===== src/common/rtcdsa_defs.vh =====
// register map, field layout, reset values and codes of the summer-time adjust block
// assumes inclusion inside a module body or at file level before the modules
`ifndef RTCDSA_DEFS_VH
`define RTCDSA_DEFS_VH

// ****************************************************************
// register offsets (byte addresses)
// ****************************************************************
`define RTCDSA_OFF_SPRING   8'h18
`define RTCDSA_OFF_AUTUMN   8'h1c
`define RTCDSA_OFF_CTRL     8'h20

// ****************************************************************
// rule word layout
// ****************************************************************
`define RTCDSA_MERID_BIT    31
`define RTCDSA_HOUR_HI      30
`define RTCDSA_HOUR_LO      24
`define RTCDSA_WEEK_HI      18
`define RTCDSA_WEEK_LO      16
`define RTCDSA_WDAY_HI      10
`define RTCDSA_WDAY_LO      8
`define RTCDSA_MONTH_HI     7
`define RTCDSA_MONTH_LO     0
`define RTCDSA_RULE_MASK    32'hff07_07ff
`define RTCDSA_RULE_RESET   32'h0000_0000

// ****************************************************************
// control register bits
// ****************************************************************
`define RTCDSA_CTL_ENABLE   0
`define RTCDSA_CTL_SRST     1
`define RTCDSA_CTL_STE      2
`define RTCDSA_CTL_BIN      3
`define RTCDSA_CTL_H12      4
`define RTCDSA_CTRL_RESET   5'h00

// ****************************************************************
// calendar constants
// ****************************************************************
`define RTCDSA_WEEK_LAST    3'h5
`define RTCDSA_WEEK_DAYS    8'h07

`endif


===== src/design/rtcdsa_top.v =====
// summer-time adjust block: two rule registers on apb, calendar compare, hour nudges
// assumes the clock counters arrive on this clock in the format set by the control bits
//
// Operation
// - enabled and spring rule matching: pulse an extra hour increment.
// - enabled and autumn rule reached: suppress the next hour increment.
// - after autumn fires, stay disarmed until the hour leaves, then re-arm.
// - spring word: meridiem 31, hour 30:24, week 18:16, weekday 10:8, month 7:0.
// - autumn word uses the same layout.
// - meridiem compared with hours bit 7 only if twelve-hour at write.
// - hour compared with hours bits 6:0, interpreted with write-time modes.
// - week of month maintained; 1 to 4 ordinal, 5 means last week.
// - weekday field compared with weekday counter bits 2:0.
// - month field compared with the month counter.
// - rule registers writable as whole words or single bytes.
// - hour and month converted on write; later format changes leave them.
// - forward skip means alarms inside the skipped hour never fire.
// - backward repeat means alarms inside the repeated hour fire twice.
// - logic acts only while the block enable bit is set.
// - soft reset bit clears both rules and self-clears one clock later.
//
// Chosen here: the APB register port.
`timescale 1ns/1ps
`default_nettype none

`include "rtcdsa_defs.vh"

module rtcdsa_top
(
	input  wire        clock,
	input  wire        reset_n,
	input  wire        psel,
	input  wire        penable,
	input  wire        pwrite,
	input  wire [7:0]  paddr,
	input  wire [31:0] pwdata,
	input  wire [3:0]  pstrb,
	output reg  [31:0] prdata,
	output reg         pready,
	output reg         pslverr,
	input  wire [7:0]  cur_hours,
	input  wire [7:0]  cur_weekday,
	input  wire [7:0]  cur_month,
	input  wire [7:0]  cur_day,
	input  wire [7:0]  cur_month_days,
	input  wire        hour_carry,
	output reg         hour_advance,
	output reg         hour_inhibit,
	output reg         block_enable,
	output reg         summer_time_enable,
	output reg         binary_format_select,
	output reg         twelve_hour_mode
);

	// ****************************************************************
	// state codes of the backward rule
	// ****************************************************************
	localparam [1:0] AUT_ARMED = 2'b00;
	localparam [1:0] AUT_HOLD  = 2'b01;
	localparam [1:0] AUT_SPENT = 2'b10;
	localparam [4:0] CTRL_RESET = `RTCDSA_CTRL_RESET;

	// ****************************************************************
	// format helpers
	// ****************************************************************
	function [7:0] bcd2bin;
		input [7:0] v;
		begin
			bcd2bin = {1'b0, v[7:4], 3'b000} + {3'b000, v[7:4], 1'b0} + {4'h0, v[3:0]};
		end
	endfunction

	function [7:0] to_bin;
		input [7:0] v;
		input       is_bin;
		begin
			if (is_bin)
				to_bin = v;
			else
				to_bin = bcd2bin(v);
		end
	endfunction

	// ****************************************************************
	// declarations
	// ****************************************************************
	reg         soft_reset;
	reg  [1:0]  aut_state;
	reg  [1:0]  next_aut_state;
	reg         spring_match_q;
	reg         autumn_match_q;
	reg  [31:0] wconv;
	reg  [7:0]  hour_wr;
	reg  [31:0] next_prdata;
	reg         next_pslverr;
	reg  [7:0]  hour_bin;
	reg  [7:0]  month_bin;
	reg  [7:0]  day_bin;
	reg  [7:0]  len_bin;
	reg  [2:0]  week_num;
	reg         is_last;
	reg         spring_match;
	reg         autumn_match;
	wire        clear;
	wire        run;
	wire        apb_wr;
	wire        sel_spring;
	wire        sel_autumn;
	wire        sel_ctrl;
	wire [31:0] spring_rule;
	wire [31:0] autumn_rule;
	wire        spring_twelve;
	wire        autumn_twelve;

	// soft reset acts like the block reset for one clock
	assign clear      = !reset_n || soft_reset;
	assign run        = block_enable && summer_time_enable;
	assign apb_wr     = psel && penable && pready && pwrite;
	assign sel_spring = (paddr == `RTCDSA_OFF_SPRING);
	assign sel_autumn = (paddr == `RTCDSA_OFF_AUTUMN);
	assign sel_ctrl   = (paddr == `RTCDSA_OFF_CTRL);

	// ****************************************************************
	// write-time conversion of rule data
	// ****************************************************************
	always @*
	begin
		hour_wr = to_bin({1'b0, pwdata[`RTCDSA_HOUR_HI:`RTCDSA_HOUR_LO]},
		                 binary_format_select);
		wconv = pwdata & `RTCDSA_RULE_MASK;
		// hour and month stored binary, so later format flips do not disturb them
		wconv[`RTCDSA_HOUR_HI:`RTCDSA_HOUR_LO] = hour_wr[6:0];
		wconv[`RTCDSA_MONTH_HI:`RTCDSA_MONTH_LO] =
			to_bin(pwdata[`RTCDSA_MONTH_HI:`RTCDSA_MONTH_LO],
			       binary_format_select);
	end

	rtcdsa_rule_store u_store
	(
		.clock         (clock),
		.clear         (clear),
		.wr_spring     (apb_wr && sel_spring),
		.wr_autumn     (apb_wr && sel_autumn),
		.strb          (pstrb),
		.wdata         (wconv),
		.twelve_in     (twelve_hour_mode),
		.spring_rule   (spring_rule),
		.autumn_rule   (autumn_rule),
		.spring_twelve (spring_twelve),
		.autumn_twelve (autumn_twelve)
	);

	// ****************************************************************
	// calendar view and rule compare
	// ****************************************************************
	always @*
	begin
		hour_bin  = to_bin({1'b0, cur_hours[6:0]}, binary_format_select);
		month_bin = to_bin(cur_month, binary_format_select);
		day_bin   = to_bin(cur_day, binary_format_select);
		len_bin   = to_bin(cur_month_days, binary_format_select);
		// ordinal week; days past the 28th get week 0, so they match only the last-week code or a week code of 0
		if (day_bin <= 8'h07)
			week_num = 3'h1;
		else if (day_bin <= 8'h0e)
			week_num = 3'h2;
		else if (day_bin <= 8'h15)
			week_num = 3'h3;
		else if (day_bin <= 8'h1c)
			week_num = 3'h4;
		else
			week_num = 3'h0;
		is_last = ({1'b0, day_bin} + {1'b0, `RTCDSA_WEEK_DAYS}) > {1'b0, len_bin};

		// no wildcards: software must keep every field valid
		spring_match =
			(spring_rule[`RTCDSA_HOUR_HI:`RTCDSA_HOUR_LO] == hour_bin[6:0]) &&
			(!spring_twelve || (spring_rule[`RTCDSA_MERID_BIT] == cur_hours[7])) &&
			((spring_rule[`RTCDSA_WEEK_HI:`RTCDSA_WEEK_LO] == `RTCDSA_WEEK_LAST) ?
			 is_last : (spring_rule[`RTCDSA_WEEK_HI:`RTCDSA_WEEK_LO] == week_num)) &&
			(spring_rule[`RTCDSA_WDAY_HI:`RTCDSA_WDAY_LO] == cur_weekday[2:0]) &&
			(spring_rule[`RTCDSA_MONTH_HI:`RTCDSA_MONTH_LO] == month_bin);

		autumn_match =
			(autumn_rule[`RTCDSA_HOUR_HI:`RTCDSA_HOUR_LO] == hour_bin[6:0]) &&
			(!autumn_twelve || (autumn_rule[`RTCDSA_MERID_BIT] == cur_hours[7])) &&
			((autumn_rule[`RTCDSA_WEEK_HI:`RTCDSA_WEEK_LO] == `RTCDSA_WEEK_LAST) ?
			 is_last : (autumn_rule[`RTCDSA_WEEK_HI:`RTCDSA_WEEK_LO] == week_num)) &&
			(autumn_rule[`RTCDSA_WDAY_HI:`RTCDSA_WDAY_LO] == cur_weekday[2:0]) &&
			(autumn_rule[`RTCDSA_MONTH_HI:`RTCDSA_MONTH_LO] == month_bin);
	end

	// ****************************************************************
	// forward rule
	// ****************************************************************
	always @(posedge clock)
	begin
		if (clear)
		begin
			spring_match_q <= 1'b0;
			hour_advance   <= 1'b0;
		end
		else
		begin
			spring_match_q <= spring_match;
			// one pulse on entering the hour; the skipped hour carries no alarm
			hour_advance   <= run && spring_match && !spring_match_q;
		end
	end

	// ****************************************************************
	// backward rule
	// ****************************************************************
	always @*
	begin
		next_aut_state = aut_state;
		case (aut_state)
			AUT_ARMED:
				if (run && autumn_match && !autumn_match_q)
					next_aut_state = AUT_HOLD;
			AUT_HOLD:
				if (!run)
					next_aut_state = AUT_ARMED;
				else if (hour_carry)
					next_aut_state = AUT_SPENT;
			AUT_SPENT:
				// hour value repeats after the eaten carry, so wait for it to leave
				if (!autumn_match)
					next_aut_state = AUT_ARMED;
			default:
				next_aut_state = AUT_ARMED;
		endcase
	end

	always @(posedge clock)
	begin
		if (clear)
		begin
			aut_state      <= AUT_ARMED;
			autumn_match_q <= 1'b0;
			hour_inhibit   <= 1'b0;
		end
		else
		begin
			aut_state      <= next_aut_state;
			autumn_match_q <= autumn_match;
			hour_inhibit   <= (next_aut_state == AUT_HOLD);
		end
	end

	// ****************************************************************
	// control register
	// ****************************************************************
	always @(posedge clock)
	begin
		if (!reset_n)
			soft_reset <= 1'b0;
		else
			soft_reset <= apb_wr && sel_ctrl && pstrb[0] && pwdata[`RTCDSA_CTL_SRST];
	end

	always @(posedge clock)
	begin
		if (clear)
		begin
			block_enable         <= CTRL_RESET[`RTCDSA_CTL_ENABLE];
			summer_time_enable   <= CTRL_RESET[`RTCDSA_CTL_STE];
			binary_format_select <= CTRL_RESET[`RTCDSA_CTL_BIN];
			twelve_hour_mode     <= CTRL_RESET[`RTCDSA_CTL_H12];
		end
		else if (apb_wr && sel_ctrl && pstrb[0] && !pwdata[`RTCDSA_CTL_SRST])
		begin
			// rules may be loaded before the enable bit is set
			block_enable         <= pwdata[`RTCDSA_CTL_ENABLE];
			summer_time_enable   <= pwdata[`RTCDSA_CTL_STE];
			binary_format_select <= pwdata[`RTCDSA_CTL_BIN];
			twelve_hour_mode     <= pwdata[`RTCDSA_CTL_H12];
		end
	end

	// ****************************************************************
	// apb slave, zero wait states
	// ****************************************************************
	always @*
	begin
		next_prdata  = 32'h0000_0000;
		next_pslverr = 1'b0;
		if (sel_spring)
			next_prdata = spring_rule & `RTCDSA_RULE_MASK;
		else if (sel_autumn)
			next_prdata = autumn_rule & `RTCDSA_RULE_MASK;
		else if (sel_ctrl)
			next_prdata = {17'h00000, hour_inhibit, is_last, week_num, aut_state,
			               3'h0, twelve_hour_mode, binary_format_select,
			               summer_time_enable, soft_reset, block_enable};
		else
			next_pslverr = 1'b1;
	end

	always @(posedge clock)
	begin
		if (!reset_n)
		begin
			pready  <= 1'b0;
			pslverr <= 1'b0;
			prdata  <= 32'h0000_0000;
		end
		else
		begin
			pready <= psel && !penable;
			if (psel && !penable)
			begin
				pslverr <= next_pslverr;
				prdata  <= pwrite ? 32'h0000_0000 : next_prdata;
			end
			else
			begin
				pslverr <= 1'b0;
				prdata  <= 32'h0000_0000;
			end
		end
	end

endmodule

`default_nettype wire


===== src/design/rtcdsa_rule_store.v =====
// holds the two rule words with byte-lane writes and their write-time hour mode
// assumes write data already converted to binary and masked by the caller
`timescale 1ns/1ps
`default_nettype none

`include "rtcdsa_defs.vh"

module rtcdsa_rule_store
(
	input  wire        clock,
	input  wire        clear,
	input  wire        wr_spring,
	input  wire        wr_autumn,
	input  wire [3:0]  strb,
	input  wire [31:0] wdata,
	input  wire        twelve_in,
	output reg  [31:0] spring_rule,
	output reg  [31:0] autumn_rule,
	output reg         spring_twelve,
	output reg         autumn_twelve
);

	integer i;

	// ****************************************************************
	// byte-lane storage
	// ****************************************************************
	always @(posedge clock)
	begin
		if (clear)
		begin
			spring_rule   <= `RTCDSA_RULE_RESET;
			autumn_rule   <= `RTCDSA_RULE_RESET;
			spring_twelve <= 1'b0;
			autumn_twelve <= 1'b0;
		end
		else
		begin
			for (i = 0; i < 4; i = i + 1)
			begin
				if (wr_spring && strb[i])
					spring_rule[i*8 +: 8] <= wdata[i*8 +: 8];
				if (wr_autumn && strb[i])
					autumn_rule[i*8 +: 8] <= wdata[i*8 +: 8];
			end
			// hour mode is latched with the hour byte
			if (wr_spring && strb[3])
				spring_twelve <= twelve_in;
			if (wr_autumn && strb[3])
				autumn_twelve <= twelve_in;
		end
	end

endmodule

`default_nettype wire


===== config.mk =====
export PLATFORM = sky130hd
export DESIGN_NAME = rtcdsa_top
export DESIGN_NICKNAME = d
export VERILOG_FILES = /design/src/design/rtcdsa_top.v /design/src/design/rtcdsa_rule_store.v
export VERILOG_INCLUDE_DIRS = /design/src /design/src/common
export SDC_FILE = /design/constraint.sdc
export NUM_CORES = 1
export LEC_CHECK = 0
export BUFFER_PORTS_ARGS = -buffer_cell sky130_fd_sc_hd__buf_2
export CORE_MARGIN = 2
export CORE_UTILIZATION = 45
export DETAILED_ROUTE_END_ITERATION = 8
export PLACE_DENSITY = 0.69
export SLEW_MARGIN = 40
export SYNTH_ARGS = -nofsm -noshare
export SYNTH_HDL_FRONTEND = slang
export SYNTH_SLANG_ARGS = --single-unit

===== constraint.sdc =====
create_clock -name clock -period 4.7 [get_ports clock]
set_input_delay 0.705 -clock clock [delete_from_list [all_inputs] [get_ports clock]]
set_output_delay 0.705 -clock clock [all_outputs]
set_load 0.02 [all_outputs]

* After elaboration in Yosys (flattened, before gate mapping)
Cells that the tools add are included.
Word-level totals: output and inout bits 40, word-level logic and storage cells 131, flip-flop bits (word level) 91, bits of input ports 90
Operators by class: add/subtract/negate cells 13, multiplexer cells 21, magnitude comparators 5, bitwise operators 3, reduce and logical (&&, ||, !) cells 46, eq/ne operators 18
Operator list (count):
- 2-to-1 mux 32 bit | 2
- adder 7 x 5 -> 8 bit | 4
- adder 8 x 4 -> 8 bit | 4
- 2-to-1 mux 8 bit | 4
- logical AND 1 bit | 31
- equality test 8 x 5 -> 1 bit, second input constant | 2
- equality test 8 bit | 2
- less-or-equal comparator 8 x 5 -> 1 bit, second input constant | 2
- 2-to-1 mux 15 bit | 1
- adder 6 x 4 -> 7 bit | 2
- adder 7 x 4 -> 7 bit | 2
- equality test 7 bit | 2
- 2-to-1 mux 7 bit | 2
- equality test 3 bit | 4
- 2-to-1 mux 3 bit | 4
- adder 8 x 3 -> 9 bit, second input constant | 1
- > comparator 9 x 8 -> 1 bit | 1
- equality test 8 x 6 -> 1 bit, second input constant | 1
- less-or-equal comparator 8 x 3 -> 1 bit, second input constant | 1
- less-or-equal comparator 8 x 4 -> 1 bit, second input constant | 1
- 2-to-1 mux 2 bit | 4
- zero test 1 bit | 7
- equality test 3 bit, second input constant | 2
- case mux 2 bit (3 select lines) | 1
- other kinds (11) | 19

* Depth between registers and ports, before layout
Gate-level depths: netlist of the first run.
depth after elaboration 18, depth in mapped cells 19, gate-level depth less buffers 18

* Hierarchy
From an unflattened synthesis of the first run, not the netlist that was laid out.
Unflattened totals: cells, all modules 758, area total of the unflattened synthesis 7156.9 sq um
Modules (own cells, without submodules):
- rtcdsa_top | area an instance 4413.0 sq um, times used 1, cells each 503, seq. area each 780.7 sq um
- rtcdsa_rule_store | area an instance 2743.9 sq um, times used 1, cells each 255, seq. area each 1321.3 sq um

* Least setup slack after synthesis of the first run
Ideal clock, no wire load.
kind in2reg, from in cur_day[3], to reg aut_state[1], buffers on the path 0, arrival time 3.795 ns, stages on the path 15, data required time 4.572 ns, slack 0.777 ns, setup time 0.128 ns, cells stage by stage inv_1 > fa_1 > fa_1 > xor2_1 > o21a_1 > nor3_1 > nand3_1 > xnor2_1 > ha_1 > a211oi_1 > nand3_1 > o211ai_1 > nand4_1 > o2111ai_1 > o31ai_2
On the way: word-level cells in the longest chain between the ends 16, elaborated cells on any way between the ends 22, classes of those cells add/sub: 2; order compare: 5; eq/ne: 1; mux: 9; reduce/logical: 5
Ends and longest elaborated chain:
- from (decl) | line rtcdsa_top.v:44 | input wire [7:0] cur_day,
- adder 8 x 4 -> 8 bit | line rtcdsa_top.v:69 | bcd2bin = {1'b0, v[7:4], 3'b000} + {3'b000, v[7:4], 1'b0} + {4'h0, v[3:0]};
- 2-to-1 mux 8 bit (*) | line rtcdsa_top.v:77 | if (is_bin)
- less-or-equal comparator 8 x 5 -> 1 bit | line rtcdsa_top.v:169 | else if (day_bin <= 8'h1c)
- 2-to-1 mux 3 bit | line rtcdsa_top.v:169
- 2-to-1 mux 3 bit | line rtcdsa_top.v:167 | else if (day_bin <= 8'h15)
- 2-to-1 mux 3 bit | line rtcdsa_top.v:165 | else if (day_bin <= 8'h0e)
- 2-to-1 mux 3 bit | line rtcdsa_top.v:163 | if (day_bin <= 8'h07)
- equality test 3 bit | line rtcdsa_top.v:188 | is_last : (autumn_rule[`RTCDSA_WEEK_HI:`RTCDSA_WEEK_LO] == week_num)) &&
- 2-to-1 mux 1 bit (*) | line rtcdsa_top.v:187 | ((autumn_rule[`RTCDSA_WEEK_HI:`RTCDSA_WEEK_LO] == `RTCDSA_WEEK_LAST) ?
- logical AND 1 bit (*) (3 in series) | line rtcdsa_top.v:185 | (autumn_rule[`RTCDSA_HOUR_HI:`RTCDSA_HOUR_LO] == hour_bin[6:0]) &&
- logical AND 1 bit (2 in series) | line rtcdsa_top.v:219 | if (run && autumn_match && !autumn_match_q)
- 2-to-1 mux 2 bit | line rtcdsa_top.v:219
- case mux 2 bit (3 select lines) (*) | line rtcdsa_top.v:217 | case (aut_state)
- to (signal assigned) | line rtcdsa_top.v:245 | aut_state <= next_aut_state;
- to (decl) | line rtcdsa_top.v:88 | reg [1:0] aut_state;
Every way passes the cells marked *; elsewhere a longest branch is shown, timed or not. A chain may end at the register's enable or synchronous reset.

* Worst setup path after layout of the first run
from in cur_day[3], to reg hour_advance
On the way: word-level cells in the longest chain between the ends 14, elaborated cells on any way between the ends 19, classes of those cells add/sub: 2; order compare: 5; eq/ne: 1; mux: 6; reduce/logical: 5
Ends and longest elaborated chain:
- adder 8 x 4 -> 8 bit | line rtcdsa_top.v:69
- 2-to-1 mux 8 bit (*) | line rtcdsa_top.v:77
- less-or-equal comparator 8 x 5 -> 1 bit | line rtcdsa_top.v:169
- 2-to-1 mux 3 bit | line rtcdsa_top.v:169
- 2-to-1 mux 3 bit | line rtcdsa_top.v:167
- 2-to-1 mux 3 bit | line rtcdsa_top.v:165
- 2-to-1 mux 3 bit | line rtcdsa_top.v:163
- equality test 3 bit | line rtcdsa_top.v:180 | is_last : (spring_rule[`RTCDSA_WEEK_HI:`RTCDSA_WEEK_LO] == week_num)) &&
- 2-to-1 mux 1 bit (*) | line rtcdsa_top.v:179 | ((spring_rule[`RTCDSA_WEEK_HI:`RTCDSA_WEEK_LO] == `RTCDSA_WEEK_LAST) ?
- logical AND 1 bit (*) (3 in series) | line rtcdsa_top.v:177 | (spring_rule[`RTCDSA_HOUR_HI:`RTCDSA_HOUR_LO] == hour_bin[6:0]) &&
- logical AND 1 bit (*) (2 in series) | line rtcdsa_top.v:207 | hour_advance <= run && spring_match && !spring_match_q;
- to (signal assigned) | line rtcdsa_top.v:207
- to (decl) | line rtcdsa_top.v:47 | output reg hour_advance,
Marked as above.

==> reports/metrics.cfg, run 1 <==
[yosys]
yosys.area.top_type = dfxtp_1
syn_area_per_cell_sq_um = 8.14
async_reset_ff_share_pct = 0
synth.top_cell.area_share_pct = 28.5
ys_seq_elements = 85
synthCells = 733
syn_area_sq_mm = 0.00596
yosysSeqAreaShare_pct = 28.5
synthTopCellsByArea = dfxtp_1, ha_1, nand2_1
yosysWarnings = 0
ys.flop_type = dfxtp_1
synth_edf_count = 0
synth_cell_type_count = 63

[sta]
timing.hold.ws_ns = 0.410
fmax_ghz = 0.244
timing.setup.tns_ns = 0
finalHoldViolations = 0
finalClockSkew_ns = 0.00684
post-route-period-util_pct = 87.2
setup_viol = 0
period_needed_ns = 4.10
rsz0062_at_grt = false
final-max-slew-violation-count = 0
fin_ws_ns = 0.601
worstMarginPinSlew_ns = 0.687
slew_headroom_pct = 54.0

[run]
drv_cap = 0

[floorplan]
initial_core_util_pct = 45.6
ios = 130
coreArea_sq_mm = 0.0131
die_y_um = 119
die-area_sq_mm = 0.0142
rows = 42
die_width_um = 119

[clocking]
clock_path_buffers = 2
clk_latency_ns = 0.34
clock_sinks = 85
post_cts_buffers = 0
h-tree-depth = 3
clk_pin_slew_ns = 0.06
tritoncts = yes
cts-root-buf = clkbuf_16
holdBufCountCts = 0
numCtsBuffers = 9
cts_resized = 0

[power_and_ir_drop]
p_leak_nw = 2.88
p_total_mw = 2.03
power.density_mw_per_mm2 = 293
ir_drop_mv = 0.185

[critical_path]
critPathLaunchType = primary input
reg2reg_depth = 16
criticalPathCategory = in2reg
cp_max_fo = 5
path_depth = 16
cp_top_family = adder cells
worstPathArrival_ns = 4.32
crit_required_ns = 4.92
path_buf_inv = 2
end_kind = flop
crit_chain = buf_2 > inv_1 > fa_1 > fa_1 > nor2_1 > a21oi_1 > nor3_1 > nand3_1 > xnor2_1 > ha_1 > a211oi_1 > nand3_1 > o211ai_1 > nand2_1 > o211ai_1 > nor4b_1
cpPeakStageDelay_ns = 0.54
cp_slowest_cell = fa_1

[drt]
firstDrtPassIters = 4
drt_iter0_markers = 333
drc = 0
drt-total-wl_mm = 15.0
routedWlPerCell_um = 14.9
postRouteAntennaNets = 0
routed-via-count = 5440
vias_per_cell = 5.40

[final_layout]
finalInstanceArea_sq_mm = 0.00694
syn2layout_area_growth_pct = 16.3
final_cells = 1007
fin_nets = 976
utilization_pct = 53.0
final_layout_size_suffix_gt1_share_pct = 17.6

[global_route]
antenna_found_initial = 0
grt_first_pass_wirelength_mm = 24.7
grt_pass1_vias = 5159
grt_usage_pct = 21.5
grt.overflow.total = 0
grt_max_degree = 54

[placement]
port_buffers = 108
place_congestion = 0.853
post_dp_cell_area_sq_mm = 0.00661
hpwl_mm = 11.9
place_inst = 990
post-place-ws_ns = 0.257

[min_path]
worstHoldPathCells = 1
hp-class = reg2reg

[status]
status = finished, final reports clean

-- layout by cell type (no fill, tap or decap), types with 7 or more instances in the layout --
master / n
a21o_1: 7
nor2b_1: 12
buf_2: 108
a21oi_1: 71
ha_1: 49
nand2_1: 121
inv_1: 26
and3_1: 9
nor3_1: 11
xnor2_1: 25
nand4_1: 11
o211ai_1: 7
clkbuf_16: 9
xor2_1: 28
nor2_1: 49
o21ai_0: 21
dfxtp_1: 84
nor4_1: 7
nand3_1: 23
mux2i_1: 27
mux2_2: 9
fa_1: 12
-- cell usage after synthesis (all sizes together) (3+ instances only) --
cell type	n
xnor2	25
o211ai	7
a211oi	6
nand4	11
dfxtp	85
fa	12
nor4b	4
nor2	49
nor3b	4
inv	26
a221oi	3
nand2	121
mux2	10
and2	7
nor3	11
or4	3
xor2	28
nand2b	6
mux2i	27
o21ai	24
nand3	23
or2	4
clkbuf	21
a211o	4
and3	9
nor2b	12
a21oi	71
o21a	4
o31ai	7
buf	15
nand3b	6
a21o	7
ha	49
nor4	7
-- cell type report --
type,count,area [sq um]
Antenna cell,1,2.50
Clock buffer,9,225
Clock inverter,7,103
Fill cell,1293,6150
Inverter,26,97.6
Multi-Input combinational cell,591,4020
Sequential cell,85,1700
Tap cell,176,220
Timing Repair Buffer,112,571
-- registers in the layout, summed over array words and instances, names as in the netlist --
signal and count:
aut_state 2, autumn_match_q 1, u_store.spring_twelve 1, hour_advance 1, block_enable 1, twelve_hour_mode 1
spring_match_q 1, pslverr 1, u_store.autumn_rule 22, prdata 26, u_store.autumn_twelve 1, binary_format_select 1
summer_time_enable 1, u_store.spring_rule 22, soft_reset 1, hour_inhibit 1, pready 1
-- routing by layer --
metal,vias to the layer above,GRT usage (%),wire (um),part of all wire (%)
met3,18,3.26,700,4.7
met1,2544,28.4,6890,46
met4,0,6.18,223,1.5
li1,2746,-,-,-
met2,132,36.4,7220,48
met5,-,0,0,0
-- power by group --
| part | internal, mW | switching [mW] |
|---|---|---|
| logic | 0.235 | 0.304 |
| clock network | 0.472 | 0.298 |
| registers | 0.721 | 0.000184 |
| total | 1.43 | 0.602 |
-- logic make-up (layout without fill, tap and decap cells) --
family / count (synthesis) / in the layout / synth area share (%)
simple gates: 283 / 283 / 22.6
other cells: 1 / 7 / 0.0629
flops: 85 / 85 / 28.5
xor+xnor: 53 / 53 / 7.78
mux: 37 / 37 / 6.48
fa+ha+maj: 61 / 61 / 14.3
buf+inv: 62 / 154 / 4.51
compound gates: 151 / 151 / 15.8
-- final timing paths --
check,startpoint,endpoint,slack [ns]
worst min register to register,spring_match_q$_SDFF_PP0_,hour_advance$_SDFF_PP0_,0.41
worst min-delay path,spring_match_q$_SDFF_PP0_,hour_advance$_SDFF_PP0_,0.41
worst max register to register,binary_format_select$_SDFFE_PP0P_,hour_advance$_SDFF_PP0_,1.24
worst max-delay path,cur_day[3],hour_advance$_SDFF_PP0_,0.60
-- worst register-to-register path, stage by stage, from the launching register on --
cell and delay (ns):
dfxtp_2 0.72, mux2_2 0.45, inv_1 0.08, ha_1 0.21
inv_1 0.08, o211ai_1 0.24, a21oi_1 0.13, nand2_1 0.09
xnor2_1 0.13, ha_1 0.27, nand4_1 0.09, nor2_1 0.05
a21oi_1 0.10, o211ai_1 0.15, nand2_1 0.13, o211ai_1 0.14
nor4b_1 0.29
No activity file was read; power rests on OpenSTA's default activity.
==> run 2, diff against run 1 <==
CORE_ASPECT_RATIO = 0.5   (was not set)
CTS_BUF_LIST = sky130_fd_sc_hd__clkbuf_8   (was not set)
==> reports/metrics.cfg, run 2 (same netlist as run 1, synthesis figures left out) <==
[final_layout]
syn2layout_area_growth_pct = 14.3
final_cell_mix = nand2_1, buf_2, dfxtp_1
top_regs = prdata x26, u_store.autumn_rule x22, u_store.spring_rule x22
final_layout_size_suffix_gt1_share_pct = 17.5
nFillCells = 1230
mostFrequentLayoutCell = nand2_1
fin_nets = 975
largest_reg_flops = 26
top_register = prdata
diodes = 0
finalInstanceArea_sq_mm = 0.00682

[floorplan]
rows = 29
die_y_um = 85.4
die-area_sq_mm = 0.0142
ios = 130
initial_core_util_pct = 46.6
coreArea_sq_mm = 0.0128
die_width_um = 167

[clocking]
tritoncts = yes
clk_pin_slew_ns = 0.08
cts-root-buf = clkbuf_8
clk_latency_ns = 0.35
holdBufCountCts = 0
clock_path_buffers = 2
clock_sinks = 85
post_cts_buffers = 0
cts_resized = 0
h-tree-depth = 3
numCtsBuffers = 9

[global_route]
grt_first_pass_wirelength_mm = 24.9
grt.overflow.total = 0
antenna_found_initial = 0
grt_max_degree = 57
grt_pass1_vias = 5065
grt_usage_pct = 21.5

[critical_path]
end_kind = flop
r2r_end = hour_advance$_SDFF_PP0_
crit_required_ns = 4.92
crit_chain = buf_2 > inv_1 > fa_1 > fa_1 > xor2_1 > o21a_1 > nor3_1 > nand3_1 > xnor2_1 > ha_1 > a211oi_1 > nand3_1 > o211ai_1 > nand4_1 > o2111ai_1 > o31ai_2
cp_max_fo = 5
worstPathArrival_ns = 4.36
critPathLaunchType = primary input
cpPeakStageDelay_ns = 0.53
reg2reg_depth = 8
r2r_slack_ns = 1.27
reg2reg_from = binary_format_select$_SDFFE_PP0P_
criticalPathCategory = in2reg
cp_slowest_cell = fa_1

[sta]
worstMarginPinSlew_ns = 0.640
post-route-period-util_pct = 88.1
finalClockSkew_ns = 0.0110
period_needed_ns = 4.14
timing.setup.tns_ns = 0
fin_ws_ns = 0.559
finalHoldViolations = 0
fmax_ghz = 0.241
setup_viol = 0
rsz0062_at_grt = false
final-max-slew-violation-count = 0
slew_headroom_pct = 57.2

[min_path]
worstHoldPathCells = 1
worstHoldStart = spring_match_q$_SDFF_PP0_
hold_path_end = hour_advance$_SDFF_PP0_
hp-class = reg2reg

[drt]
drc = 0
routedWlPerCell_um = 15.3
routed-via-count = 5456
drt-total-wl_mm = 15.3
drt_iter0_markers = 397
vias_per_cell = 5.46
firstDrtPassIters = 5
postRouteAntennaNets = 0

[run]
drv_cap = 0

[status]
status = finished, final reports clean

[power_and_ir_drop]
ir_drop_mv = 0.124
power.density_mw_per_mm2 = 271
p_leak_nw = 2.84

[placement]
post-place-ws_ns = 0.182
hpwl_mm = 12.1
post_dp_cell_area_sq_mm = 0.00659
place_congestion = 0.884
port_buffers = 108

## run 2: worst max-delay path by stage
stage | start | end | slack (ns) | cells past startpoint
after floorplan | cur_day[3] | aut_state[1]$_SDFF_PP0_ | 0.78 | 15
after global placement | cur_day[3] | aut_state[1]$_SDFF_PP0_ | 0.36 | 16
after detailed placement | cur_day[3] | aut_state[1]$_SDFF_PP0_ | 0.18 | 16
after CTS | cur_day[3] | aut_state[1]$_SDFF_PP0_ | 0.55 | 16
after global routing | cur_day[3] | hour_inhibit$_SDFF_PP0_ | 0.27 | 16
final | cur_day[3] | aut_state[1]$_SDFF_PP0_ | 0.56 | 16
## run 2: final cells by class
cell class / count / area, sq um / share of cell area [%]
clock buffer: 10 / 138 / 2.02
clock inverter: 6 / 91.3 / 1.34
inverter: 26 / 97.6 / 1.43
multi-input combinational: 591 / 4020 / 58.9
sequential: 85 / 1700 / 25.0
tap: 170 / 213 / 3.12
timing repair buffer: 111 / 563 / 8.26
## run 2: routing by layer
layer,vias to the layer above,routed length [um],global-route usage (%)
li1,2740,-,-
met1,2567,7470,30.5
met2,135,6950,34.9
met3,14,744,3.50
met4,0,135,3.92
met5,-,0,0
## run 2: report_power, final
group	leakage, nW	switching [mW]	total (mW)	internal [mW]
clock	0.117	0.274	0.592	0.318
combinational	2.04	0.306	0.538	0.232
sequential	0.685	0.000214	0.720	0.720
total	2.84	0.581	1.85	1.27
## run 2: critical path: cells and delay by family
kind                       cells  cell delay [ns]
adders and majority gates      3             1.35
AOI/OAI and AO/OA              5             1.02
buffers and inverters          2             0.20
and+or+nand+nor                4             0.73
xor gates and xnor gates       2             0.36
## run 2: through the flow
step | cells | hold WS, ns | total power [mW] | utilization [%]
after floorplan | 738 | 0.374 | 1.13 | -
after global placement | 983 | 0.382 | 1.25 | 51.5
after detailed placement | 983 | 0.391 | 1.27 | 51.5
after CTS | 999 | 0.400 | 1.86 | 53.2
after global routing | 999 | 0.402 | 1.96 | 53.2
final | 999 | 0.397 | 1.85 | 53.2
